<file path="config.mk">
export PLATFORM = sky130hd
export DESIGN_NAME = rca_arbiter
export DESIGN_NICKNAME = d
export VERILOG_FILES = /design/src/verilog/rca_pkg.sv /design/src/verilog/rca_arbiter.sv /design/src/verilog/rca_edge.sv /design/src/verilog/rca_term_decode.sv
export VERILOG_INCLUDE_DIRS = /design/src /design/src/verilog
export SDC_FILE = /design/constraint.sdc
export NUM_CORES = 1
export LEC_CHECK = 0
export ABC_AREA = 1
export BUFFER_PORTS_ARGS = -buffer_cell sky130_fd_sc_hd__buf_2
export CAP_MARGIN = 20
export CORE_ASPECT_RATIO = 1.4
export CORE_UTILIZATION = 35
export DETAILED_ROUTE_END_ITERATION = 12
export GPL_ROUTABILITY_DRIVEN = 0
export PLACE_DENSITY = 0.59
export SLEW_MARGIN = 20
export SYNTH_ARGS = -nofsm -noshare
export SYNTH_HDL_FRONTEND = slang
export SYNTH_SLANG_ARGS = --single-unit
</file>
<file path="constraint.sdc">
create_clock -name aclk -period 2.7 [get_ports aclk]
set_clock_uncertainty 0.1 [all_clocks]
set_input_delay 0.27 -clock aclk [delete_from_list [all_inputs] [get_ports aclk]]
set_output_delay 0.27 -clock aclk [all_outputs]
set_load 0.005 [all_outputs]
</file>
<file path="src/verilog/rca_map.svh">
/*
 register map, field positions, encodings and reset values of the run command arbiter.
 assumes inclusion by rca_pkg and the arbiter top; definitions only.
*/
`ifndef RCA_MAP_SVH
`define RCA_MAP_SVH

`define RCA_AW          4
`define RCA_OFF_CTRL    4'h0
`define RCA_OFF_SCMD    4'h4
`define RCA_OFF_STAT    4'h8

`define RCA_CW          10
`define RCA_CTRL_SRC    2:0
`define RCA_CTRL_MK     4:3
`define RCA_CTRL_PREV   6:5
`define RCA_CTRL_PWR    7
`define RCA_CTRL_RST    8
`define RCA_CTRL_REN    9
`define RCA_CTRL_LO     7:0
`define RCA_CTRL_HI     9:8
`define RCA_CTRL_INIT   10'h001

`define RCA_SRC_KEYPAD  3'h0
`define RCA_SRC_TERM1   3'h1
`define RCA_SRC_TERM2   3'h2
`define RCA_SRC_SERIAL  3'h3

`define RCA_MK_LOCREM   2'h1
`define RCA_PREV_FWD    2'h1
`define RCA_PREV_REV    2'h2

`define RCA_SCMD_RUN    0
`define RCA_SCMD_REV    1

`define RCA_STAT_RUN    0
`define RCA_STAT_REV    1
`define RCA_STAT_LOCAL  2
`define RCA_STAT_PWRBLK 3
`define RCA_STAT_FLTBLK 4
`define RCA_STAT_FAULT  5
`define RCA_STAT_KK     6

`define RCA_RESP_OKAY   2'h0
`define RCA_RESP_SLVERR 2'h2
`define RCA_ZERO        32'h0000_0000

`endif

</file>
<file path="src/verilog/rca_pkg.sv">
/*
 types of the run command arbiter: pin groups and the packed state of the top.
 assumes rca_map.svh on the include path.
*/
`include "rca_map.svh"
package rca_pkg;
	typedef struct packed {
		logic forward_run_input;
		logic reverse_run_input;
		logic forward_inch_input;
		logic reverse_inch_input;
		logic motor_premagnetize_input;
	} rca_term_t;

	typedef struct packed {
		logic fwd_key;
		logic rev_key;
		logic stop_key;
		logic multi_key;
	} rca_keys_t;

	typedef struct packed {
		logic [`RCA_CW-1:0] ctrl;
		logic [1:0]         scmd;
		logic               init;
		logic               pwr_block;
		logic               flt_block;
		logic               fault;
		logic               local_mode;
		logic               dig_run;
		logic               dig_rev;
		logic               run;
		logic               dir_rev;
		logic               kk_ind;
		logic               awready;
		logic               bvalid;
		logic [1:0]         bresp;
		logic               arready;
		logic               rvalid;
		logic [1:0]         rresp;
		logic [31:0]        rdata;
	} rca_state_t;
endpackage

</file>
<file path="src/verilog/rca_arbiter.sv">
/*
 run command arbiter: picks keypad, terminal or serial commands, local/remote
 toggle, direction inhibit, power-up and fault-reset gating; axi4-lite registers.
 assumes all pins synchronous to aclk and a single-outstanding axi4-lite master.
*/
// Local design decisions: the placing of the registers and the AXI4-Lite register port.
// Operation
// RULE_01: source value 3 takes run, stop and direction from the serial host.
// RULE_02: local mode: keypad owns commands, inch ignored, run enable still required.
// RULE_03: multi-key selection 1: a key press toggles remote to local.
// RULE_04: another press in local returns to remote and the configured source.
// RULE_05: remote runs from the configured sources, no settings changed.
// RULE_06: remote to local stops a remote run; indicator shows keypad source.
// RULE_07: local to remote with terminal source follows terminals at once.
// RULE_08: local to remote with digital source stops, waits for next command.
// RULE_09: power-on run off: any of five inputs active at power-up blocks terminals.
// RULE_10: blocked terminals still allow keypad running in local mode.
// RULE_11: after fault reset terminals wait for all-off then on; local keypad runs.
// RULE_12: direction inhibit: 0 none, 1 blocks forward, 2 blocks reverse.
// RULE_13: power-on run on: active terminal command runs at power-up, modes 1-2.
// RULE_14: power-on run off: terminal command must drop and rise again.
// RULE_15: restart after reset on: still-active terminal command resumes at once.
// RULE_16: restart off: run needs the command dropped and raised after reset.
// RULE_17: terminal mode 1: both or neither run input active means stop.
// RULE_18: terminal mode 2: forward is run, reverse selects direction.
// RULE_19: run and key requests are qualified by edges against last cycle; only keypad keys are, terminal run inputs act as levels.
// RULE_20: inhibited direction keeps motor stopped, arbitration state untouched.
`include "rca_map.svh"
module rca_arbiter #(
	parameter bit P_PWR_ON_RUN = 1'b0,
	parameter bit P_RST_RESTART = 1'b0
) (
	// clock and reset
	input  wire logic                 aclk,
	input  wire logic                 aresetn,
	// axi4-lite slave
	input  wire logic [`RCA_AW-1:0]   awaddr,
	input  wire logic                 awvalid,
	output logic                      awready,
	input  wire logic [31:0]          wdata,
	input  wire logic [3:0]           wstrb,
	input  wire logic                 wvalid,
	output logic                      wready,
	output logic [1:0]                bresp,
	output logic                      bvalid,
	input  wire logic                 bready,
	input  wire logic [`RCA_AW-1:0]   araddr,
	input  wire logic                 arvalid,
	output logic                      arready,
	output logic [31:0]               rdata,
	output logic [1:0]                rresp,
	output logic                      rvalid,
	input  wire logic                 rready,
	// terminal block, keypad, run enable, fault
	input  rca_pkg::rca_term_t        term,
	input  rca_pkg::rca_keys_t        keys,
	input  wire logic                 run_enable_input,
	input  wire logic                 fault_trip,
	input  wire logic                 fault_reset,
	// to ramp logic and display
	output logic                      motor_run,
	output logic                      motor_rev,
	output logic                      local_mode,
	output logic                      keypad_src_ind
);
	import rca_pkg::*;

	localparam logic [`RCA_CW-1:0] CTRL_RST = `RCA_CTRL_INIT
		| ({{(`RCA_CW-1){1'b0}}, P_PWR_ON_RUN} << `RCA_CTRL_PWR)
		| ({{(`RCA_CW-1){1'b0}}, P_RST_RESTART} << `RCA_CTRL_RST);

	rca_state_t s_q, s_d;
	logic [3:0] key_rise;
	logic       t_run, t_rev, t_any, t_pwr;
	logic       wr_hs, rd_hs;

	function automatic logic is_term(input logic [2:0] src);
		return (src == `RCA_SRC_TERM1) || (src == `RCA_SRC_TERM2);
	endfunction

	// inhibited direction only masks the output, the latches stay as they are
	function automatic logic dir_ok(input logic [1:0] prev, input logic rev);
		return !((prev == `RCA_PREV_FWD && !rev) || (prev == `RCA_PREV_REV && rev));
	endfunction

	function automatic logic [31:0] rd_word(input rca_state_t s, input logic [`RCA_AW-1:0] a);
		logic [31:0] w;
		w = `RCA_ZERO;
		unique case (a)
			`RCA_OFF_CTRL: w[`RCA_CW-1:0] = s.ctrl;
			`RCA_OFF_SCMD: w[`RCA_SCMD_REV:`RCA_SCMD_RUN] = s.scmd;
			`RCA_OFF_STAT: begin
				w[`RCA_STAT_RUN]    = s.run;
				w[`RCA_STAT_REV]    = s.dir_rev;
				w[`RCA_STAT_LOCAL]  = s.local_mode;
				w[`RCA_STAT_PWRBLK] = s.pwr_block;
				w[`RCA_STAT_FLTBLK] = s.flt_block;
				w[`RCA_STAT_FAULT]  = s.fault;
				w[`RCA_STAT_KK]     = s.local_mode || s.ctrl[`RCA_CTRL_SRC] == `RCA_SRC_KEYPAD;
			end
			default: w = `RCA_ZERO;
		endcase
		return w;
	endfunction

	rca_edge #(.W(4)) u_keys (
		.aclk   (aclk),
		.aresetn(aresetn),
		.level  (keys),
		.rise   (key_rise)
	);

	rca_term_decode u_term (
		.src    (s_q.ctrl[`RCA_CTRL_SRC]),
		.term   (term),
		.run    (t_run),
		.rev    (t_rev),
		.any_run(t_any),
		.any_pwr(t_pwr)
	);

	assign wr_hs = awvalid && wvalid && s_q.awready;
	assign rd_hs = arvalid && s_q.arready;

	always_comb begin
		logic [2:0] src;
		logic       tsrc;
		logic       scmd_ev;
		logic       kp_act;
		logic       req_run;
		logic       req_rev;
		src     = s_q.ctrl[`RCA_CTRL_SRC];
		tsrc    = is_term(src);
		scmd_ev = 1'b0;
		req_run = 1'b0;
		req_rev = 1'b0;
		kp_act  = 1'b0;
		s_d     = s_q;

		// write channel: address and data are taken together
		s_d.awready = 1'b0;
		if (s_q.bvalid && bready) begin
			s_d.bvalid = 1'b0;
		end
		if (!s_q.awready && !s_q.bvalid && awvalid && wvalid) begin
			s_d.awready = 1'b1;
		end
		if (wr_hs) begin
			s_d.bvalid = 1'b1;
			s_d.bresp  = `RCA_RESP_OKAY;
			unique case (awaddr)
				`RCA_OFF_CTRL: begin
					if (wstrb[0]) s_d.ctrl[`RCA_CTRL_LO] = wdata[`RCA_CTRL_LO];
					if (wstrb[1]) s_d.ctrl[`RCA_CTRL_HI] = wdata[`RCA_CTRL_HI];
				end
				`RCA_OFF_SCMD: begin
					if (wstrb[0]) begin
						s_d.scmd = wdata[`RCA_SCMD_REV:`RCA_SCMD_RUN];
						scmd_ev  = 1'b1;
					end
				end
				`RCA_OFF_STAT: s_d.bresp = `RCA_RESP_OKAY;
				default:       s_d.bresp = `RCA_RESP_SLVERR;
			endcase
		end

		// read channel
		s_d.arready = 1'b0;
		if (s_q.rvalid && rready) begin
			s_d.rvalid = 1'b0;
		end
		if (!s_q.arready && !s_q.rvalid && arvalid) begin
			s_d.arready = 1'b1;
		end
		if (rd_hs) begin
			s_d.rvalid = 1'b1;
			s_d.rdata  = rd_word(s_q, araddr);
			s_d.rresp  = (araddr == `RCA_OFF_CTRL || araddr == `RCA_OFF_SCMD
				|| araddr == `RCA_OFF_STAT) ? `RCA_RESP_OKAY : `RCA_RESP_SLVERR;
		end

		// first cycle after reset release looks at the terminals once
		if (s_q.init) begin
			s_d.init      = 1'b0;
			s_d.pwr_block = t_pwr && !s_q.ctrl[`RCA_CTRL_PWR]; // [RULE_09] [RULE_13] [RULE_14]
		end else if (s_q.pwr_block && !t_pwr) begin
			s_d.pwr_block = 1'b0; // [RULE_09]
		end

		// fault trip and reset
		if (fault_trip) begin
			s_d.fault = 1'b1;
		end else if (s_q.fault && fault_reset) begin
			s_d.fault     = 1'b0;
			s_d.flt_block = !(s_q.ctrl[`RCA_CTRL_RST] && tsrc); // [RULE_15] [RULE_16]
		end else if (s_q.flt_block && !t_any) begin
			s_d.flt_block = 1'b0; // [RULE_11] [RULE_16]
		end

		// digital command latch: keypad keys
		kp_act = s_q.local_mode || src == `RCA_SRC_KEYPAD;
		if (kp_act) begin // [RULE_02] [RULE_10]
			if (key_rise[1]) begin
				s_d.dig_run = 1'b0;
			end else if (key_rise[3]) begin
				s_d.dig_run = 1'b1;
				s_d.dig_rev = 1'b0;
			end else if (key_rise[2]) begin
				s_d.dig_run = 1'b1;
				s_d.dig_rev = 1'b1;
			end
		end else if (!tsrc && scmd_ev) begin
			// serial host (and any other digital source) drives the latch
			s_d.dig_run = wdata[`RCA_SCMD_RUN]; // [RULE_01]
			s_d.dig_rev = wdata[`RCA_SCMD_REV]; // [RULE_01]
		end
		if (fault_trip || s_q.fault) begin
			s_d.dig_run = 1'b0; // [RULE_16]
		end

		// local/remote toggle; a key press in the same cycle is dropped
		if (key_rise[0] && s_q.ctrl[`RCA_CTRL_MK] == `RCA_MK_LOCREM) begin
			s_d.local_mode = !s_q.local_mode; // [RULE_03] [RULE_04]
			if (!s_q.local_mode) begin
				s_d.dig_run = 1'b0; // [RULE_06]
			end else begin
				// a terminal source never reads the latch; clearing it anyway keeps a
				// stale keypad run from coming back once the source is set to serial
				s_d.dig_run = 1'b0; // [RULE_08]
			end
		end

		// arbitration; configuration is never touched by the toggle
		if (s_d.local_mode || !tsrc) begin // [RULE_05]
			req_run = s_d.dig_run;
			req_rev = s_d.dig_rev;
		end else begin
			// blocks as set this cycle, or the first edge after reset and the
			// fault-reset edge would each let one cycle of run through
			req_run = t_run && !s_d.pwr_block && !s_d.flt_block; // [RULE_07] [RULE_11]
			req_rev = t_rev; // [RULE_07]
		end
		req_run = req_run && !s_d.fault
			&& (!s_q.ctrl[`RCA_CTRL_REN] || run_enable_input); // [RULE_02]
		s_d.run = req_run && dir_ok(s_q.ctrl[`RCA_CTRL_PREV], req_rev); // [RULE_12] [RULE_20]
		if (s_d.run) begin
			s_d.dir_rev = req_rev;
		end
		s_d.kk_ind = s_d.local_mode || s_d.ctrl[`RCA_CTRL_SRC] == `RCA_SRC_KEYPAD; // [RULE_06]
	end

	always_ff @(posedge aclk) begin
		if (!aresetn) begin
			s_q      <= '0;
			s_q.ctrl <= CTRL_RST;
			s_q.init <= 1'b1;
		end else begin
			s_q <= s_d;
		end
	end

	assign awready        = s_q.awready;
	assign wready         = s_q.awready;
	assign bvalid         = s_q.bvalid;
	assign bresp          = s_q.bresp;
	assign arready        = s_q.arready;
	assign rvalid         = s_q.rvalid;
	assign rresp          = s_q.rresp;
	assign rdata          = s_q.rdata;
	assign motor_run      = s_q.run;
	assign motor_rev      = s_q.dir_rev;
	assign local_mode     = s_q.local_mode;
	assign keypad_src_ind = s_q.kk_ind;

	logic mk_hit;
	assign mk_hit = key_rise[0] && s_q.ctrl[`RCA_CTRL_MK] == `RCA_MK_LOCREM;
endmodule

</file>
<file path="src/verilog/rca_edge.sv">
/*
 rising edge finder for the keypad keys.
 assumes levels synchronous to aclk; output is combinational.
*/
module rca_edge #(
	parameter int W = 4
) (
	// clock and reset
	input  wire logic         aclk,
	input  wire logic         aresetn,
	// levels in, one-cycle rises out
	input  wire logic [W-1:0] level,
	output logic      [W-1:0] rise
);
	logic [W-1:0] prev_q;

	always_ff @(posedge aclk) begin
		if (!aresetn) begin
			prev_q <= '0;
		end else begin
			prev_q <= level;
		end
	end

	// a held key counts once, not every cycle
	assign rise = level & ~prev_q; // [RULE_19]
endmodule

</file>
<file path="src/verilog/rca_term_decode.sv">
/*
 decodes the terminal-block run inputs for the two terminal modes.
 assumes inputs synchronous to aclk; purely combinational.
*/
`include "rca_map.svh"
module rca_term_decode
	import rca_pkg::*;
(
	// selection and pins
	input  wire logic [2:0]         src,
	input  rca_pkg::rca_term_t      term,
	// decoded request
	output logic                    run,
	output logic                    rev,
	output logic                    any_run,
	output logic                    any_pwr
);
	always_comb begin
		if (src == `RCA_SRC_TERM1) begin
			run = term.forward_run_input ^ term.reverse_run_input; // [RULE_17]
		end else begin
			run = term.forward_run_input; // [RULE_18]
		end
		rev     = term.reverse_run_input; // [RULE_18]
		any_run = term.forward_run_input | term.reverse_run_input;
		any_pwr = |term; // [RULE_09]
	end
endmodule
</file>
==> results.cfg <==
[setup_path]
worst-path-buf-inv = 1
path_cells = nand4_4 > inv_1 > nand2_1 > o21ai_0 > nand3_1 > a21oi_1
crit_family = simple AND/OR/NAND/NOR gates
r2r_start = awready$_SDFF_PN0_
r2r_setup_slack_ps = 1020
crit_cells = 6
cp.arrival_ps = 1800
timing.critical_path.from = awready$_SDFF_PN0_
worstSetupEndpointType = register
required_ps = 2820
ff2ff_path_depth = 6
cpPeakStageDelay_ps = 450
r2r_end = keypad_src_ind$_SDFF_PN0_
cp-endpoint = keypad_src_ind$_SDFF_PN0_
setup.worst_path.start_class = register
slowest_stage = dfxtp_1
worstPathMaxFanout = 15
worstSetupPathType = reg -> reg

[logic_synthesis]
netlist_instances = 315
yosys_warnings = 0
yosysTopAreaCellShare_pct = 37.6
synth-seq-area-share_pct = 37.6
yosys.cell_types.count = 30
synthesis.area_mm2 = 0.00223
ys_seq_elements = 42
synth_largest_area_cell = dfxtp_1
synth.area.top_cells = dfxtp_1 38%, buf_4 13%, nand2_1 9.1%
syn_avg_cell_area_um2 = 7.09

[timing]
setup_slack_ps = 1020
fin_setup_tns_ps = 0
hold_violations = 0
rsz0062_at_grt = no
timing.fmax_ghz = 0.594
final_period_minus_worst_setup_slack_ps = 1680
maxSlewViolCount = 0
fin_crit_sh_pct = 62.3
slew_headroom_pct = 65.0
tightest_slew_ps = 525
setup-violations-final = 0

[final_layout]
layout-drive-gt1-share_pct = 23.0
multi_input_area_um2 = 981
final_core_util_pct = 41.0
seq_area_um2 = 841
syn_to_final_growth_pct = 13.3
antenna_cells = 0
fillers = 672
stdcell_count = 433
final_nets = 424
finalInstanceArea_mm2 = 0.00253

[global_routing]
antenna_found_initial = 0
grt_pass1_vias = 1853
overflow = 0
track_usage_pct = 15.4
grt_max_degree = 28
grt_pass1_wl_um = 8100

[drt]
via_per_inst = 4.48
vias = 1939
drtIter0Drc = 48
routed_wl_um = 4870
wl_per_cell_um = 11.2
drcViolationCount = 0
drtPass1Iterations = 4
drtAntennaViolNets = 0

[clock_network]
postCtsHoldBufs = 0
cts_setup_buffers = 0
root_buffer = clkbuf_8
clockBufferDepth = 2
cts_tree = built
clk_pin_slew_ps = 80
cts_resized = 0
clkSinkCount = 42
cts_max_level = 2
numCtsBuffers = 5
clkLatencyLatePin_ps = 290

[pwr]
power_leakage_uw = 0.00132
p_per_area_mw_per_mm2 = 543
irDropWorstVdd_mv = 0.220

[placed_design]
dpl.hpwl_um = 3820
dpl-instance-area_mm2 = 0.00239
dp_slack_ps = 814
placed_cells = 425
portBuffers = 59

[floorplanning]
die_height_um = 96.5
die_w_um = 69.5
die_area_mm2 = 0.00671
initial_core_util_pct = 36.2
ios = 108
rows = 34
core_mm2 = 0.00617

[min_path]
hold_class = in -> reg

[outcome]
outcome = complete, no violations

[job]
max-cap-violations = 0
worst min path at each step:
stage	start	end	slack, ps	cells after the start
after floorplan	keys[0]	u_keys.prev_q[0]$_SDFF_PN0_	260	2
after global routing	keys[2]	u_keys.prev_q[2]$_SDFF_PN0_	90	3
final	keys[1]	u_keys.prev_q[1]$_SDFF_PN0_	70	3
after detailed placement	arready$_SDFF_PN0_	arready$_SDFF_PN0_	340	1
after CTS	keys[1]	u_keys.prev_q[1]$_SDFF_PN0_	70	3
after global placement	arready$_SDFF_PN0_	arready$_SDFF_PN0_	320	1
metrics by stage:
step                hold slack (ps)  total power, uW
CTS                            65.3             1390
global route                   89.3             1430
detailed placement              339              783
global placement                322              781
finish                         70.4             1370
floorplan                       263              760
worst register-to-register path, stage by stage (launching register included):
cell and delay, ps:
dfxtp_1 450, nand4_4 150, inv_1 80, nand2_1 270
o21ai_0 320, nand3_1 110, a21oi_1 130
where the power goes:
part	internal, uW	switching [uW]
registers	636	8.46
logic	48.8	73.9
clock network	394	212
total	1080	294
area by class of cell:
class | count | share of cell area [%]
clock buffers | 6 | 3.26
clock inverters | 2 | 2.37
inverters | 48 | 7.12
multi-input cells | 204 | 38.8
flip-flops and latches | 42 | 33.2
well taps | 72 | 3.56
repair buffers | 59 | 11.7
registers in the layout, indices dropped and copies added (netlist names):
name / flops
u_keys.prev_q: 4
keypad_src_ind: 1
s_q: 18
motor_rev: 1
motor_run: 1
rdata: 10
arready: 1
bresp: 1
awready: 1
rresp: 1
rvalid: 1
local_mode: 1
bvalid: 1
cells in the mapped netlist, drive strengths merged:
| cell type | number |
|---|---|
| a22oi | 1 |
| a31oi | 1 |
| ha | 1 |
| inv | 48 |
| a31o | 1 |
| nand3 | 20 |
| nor4 | 2 |
| a21oi | 19 |
| buf | 38 |
| o211ai | 2 |
| nor2 | 38 |
| o31ai | 1 |
| dfxtp | 42 |
| nand4 | 4 |
| nor3 | 3 |
| nand2 | 56 |
| o221ai | 3 |
| clkbuf | 6 |
| conb | 1 |
| o21a | 1 |
| o21ai | 27 |
logic make-up (layout without fill, tap and decap cells):
kind of cell    Yosys count  after routing  synth area share, %
compound gates           56             56                 14.3
fa+ha+maj                 1              1                0.560
flops                    42             42                 37.6
other cells               1             24                0.168
buf+inv                  92            115                 22.3
simple gates            123            123                 25.0
routing by layer:
metal	vias to the layer above	global-route usage (%)	wire length, um
met4	0	6.80	109
met5	-	0	0
met2	64	28.1	2420
li1	1024	-	-
met1	842	17.3	2060
met3	9	3.11	285
layout by cell type (no fill, tap or decap), types with 2 or more instances in the layout:
cell        n
nand2_1    54
a21oi_1    17
a21oi_2     2
o21ai_0    26
o211ai_1    2
nand4_1     3
conb_1     24
buf_2      59
nand2_2     2
nor2_2      2
inv_2       3
clkbuf_8    6
nor3_1      3
nor2_1     33
o221ai_1    3
dfxtp_1    42
bufinv_16   2
nor4_1      2
nand3_1    19
nor2_4      3
inv_1      45
No activity file was read; power rests on OpenSTA's default activity.
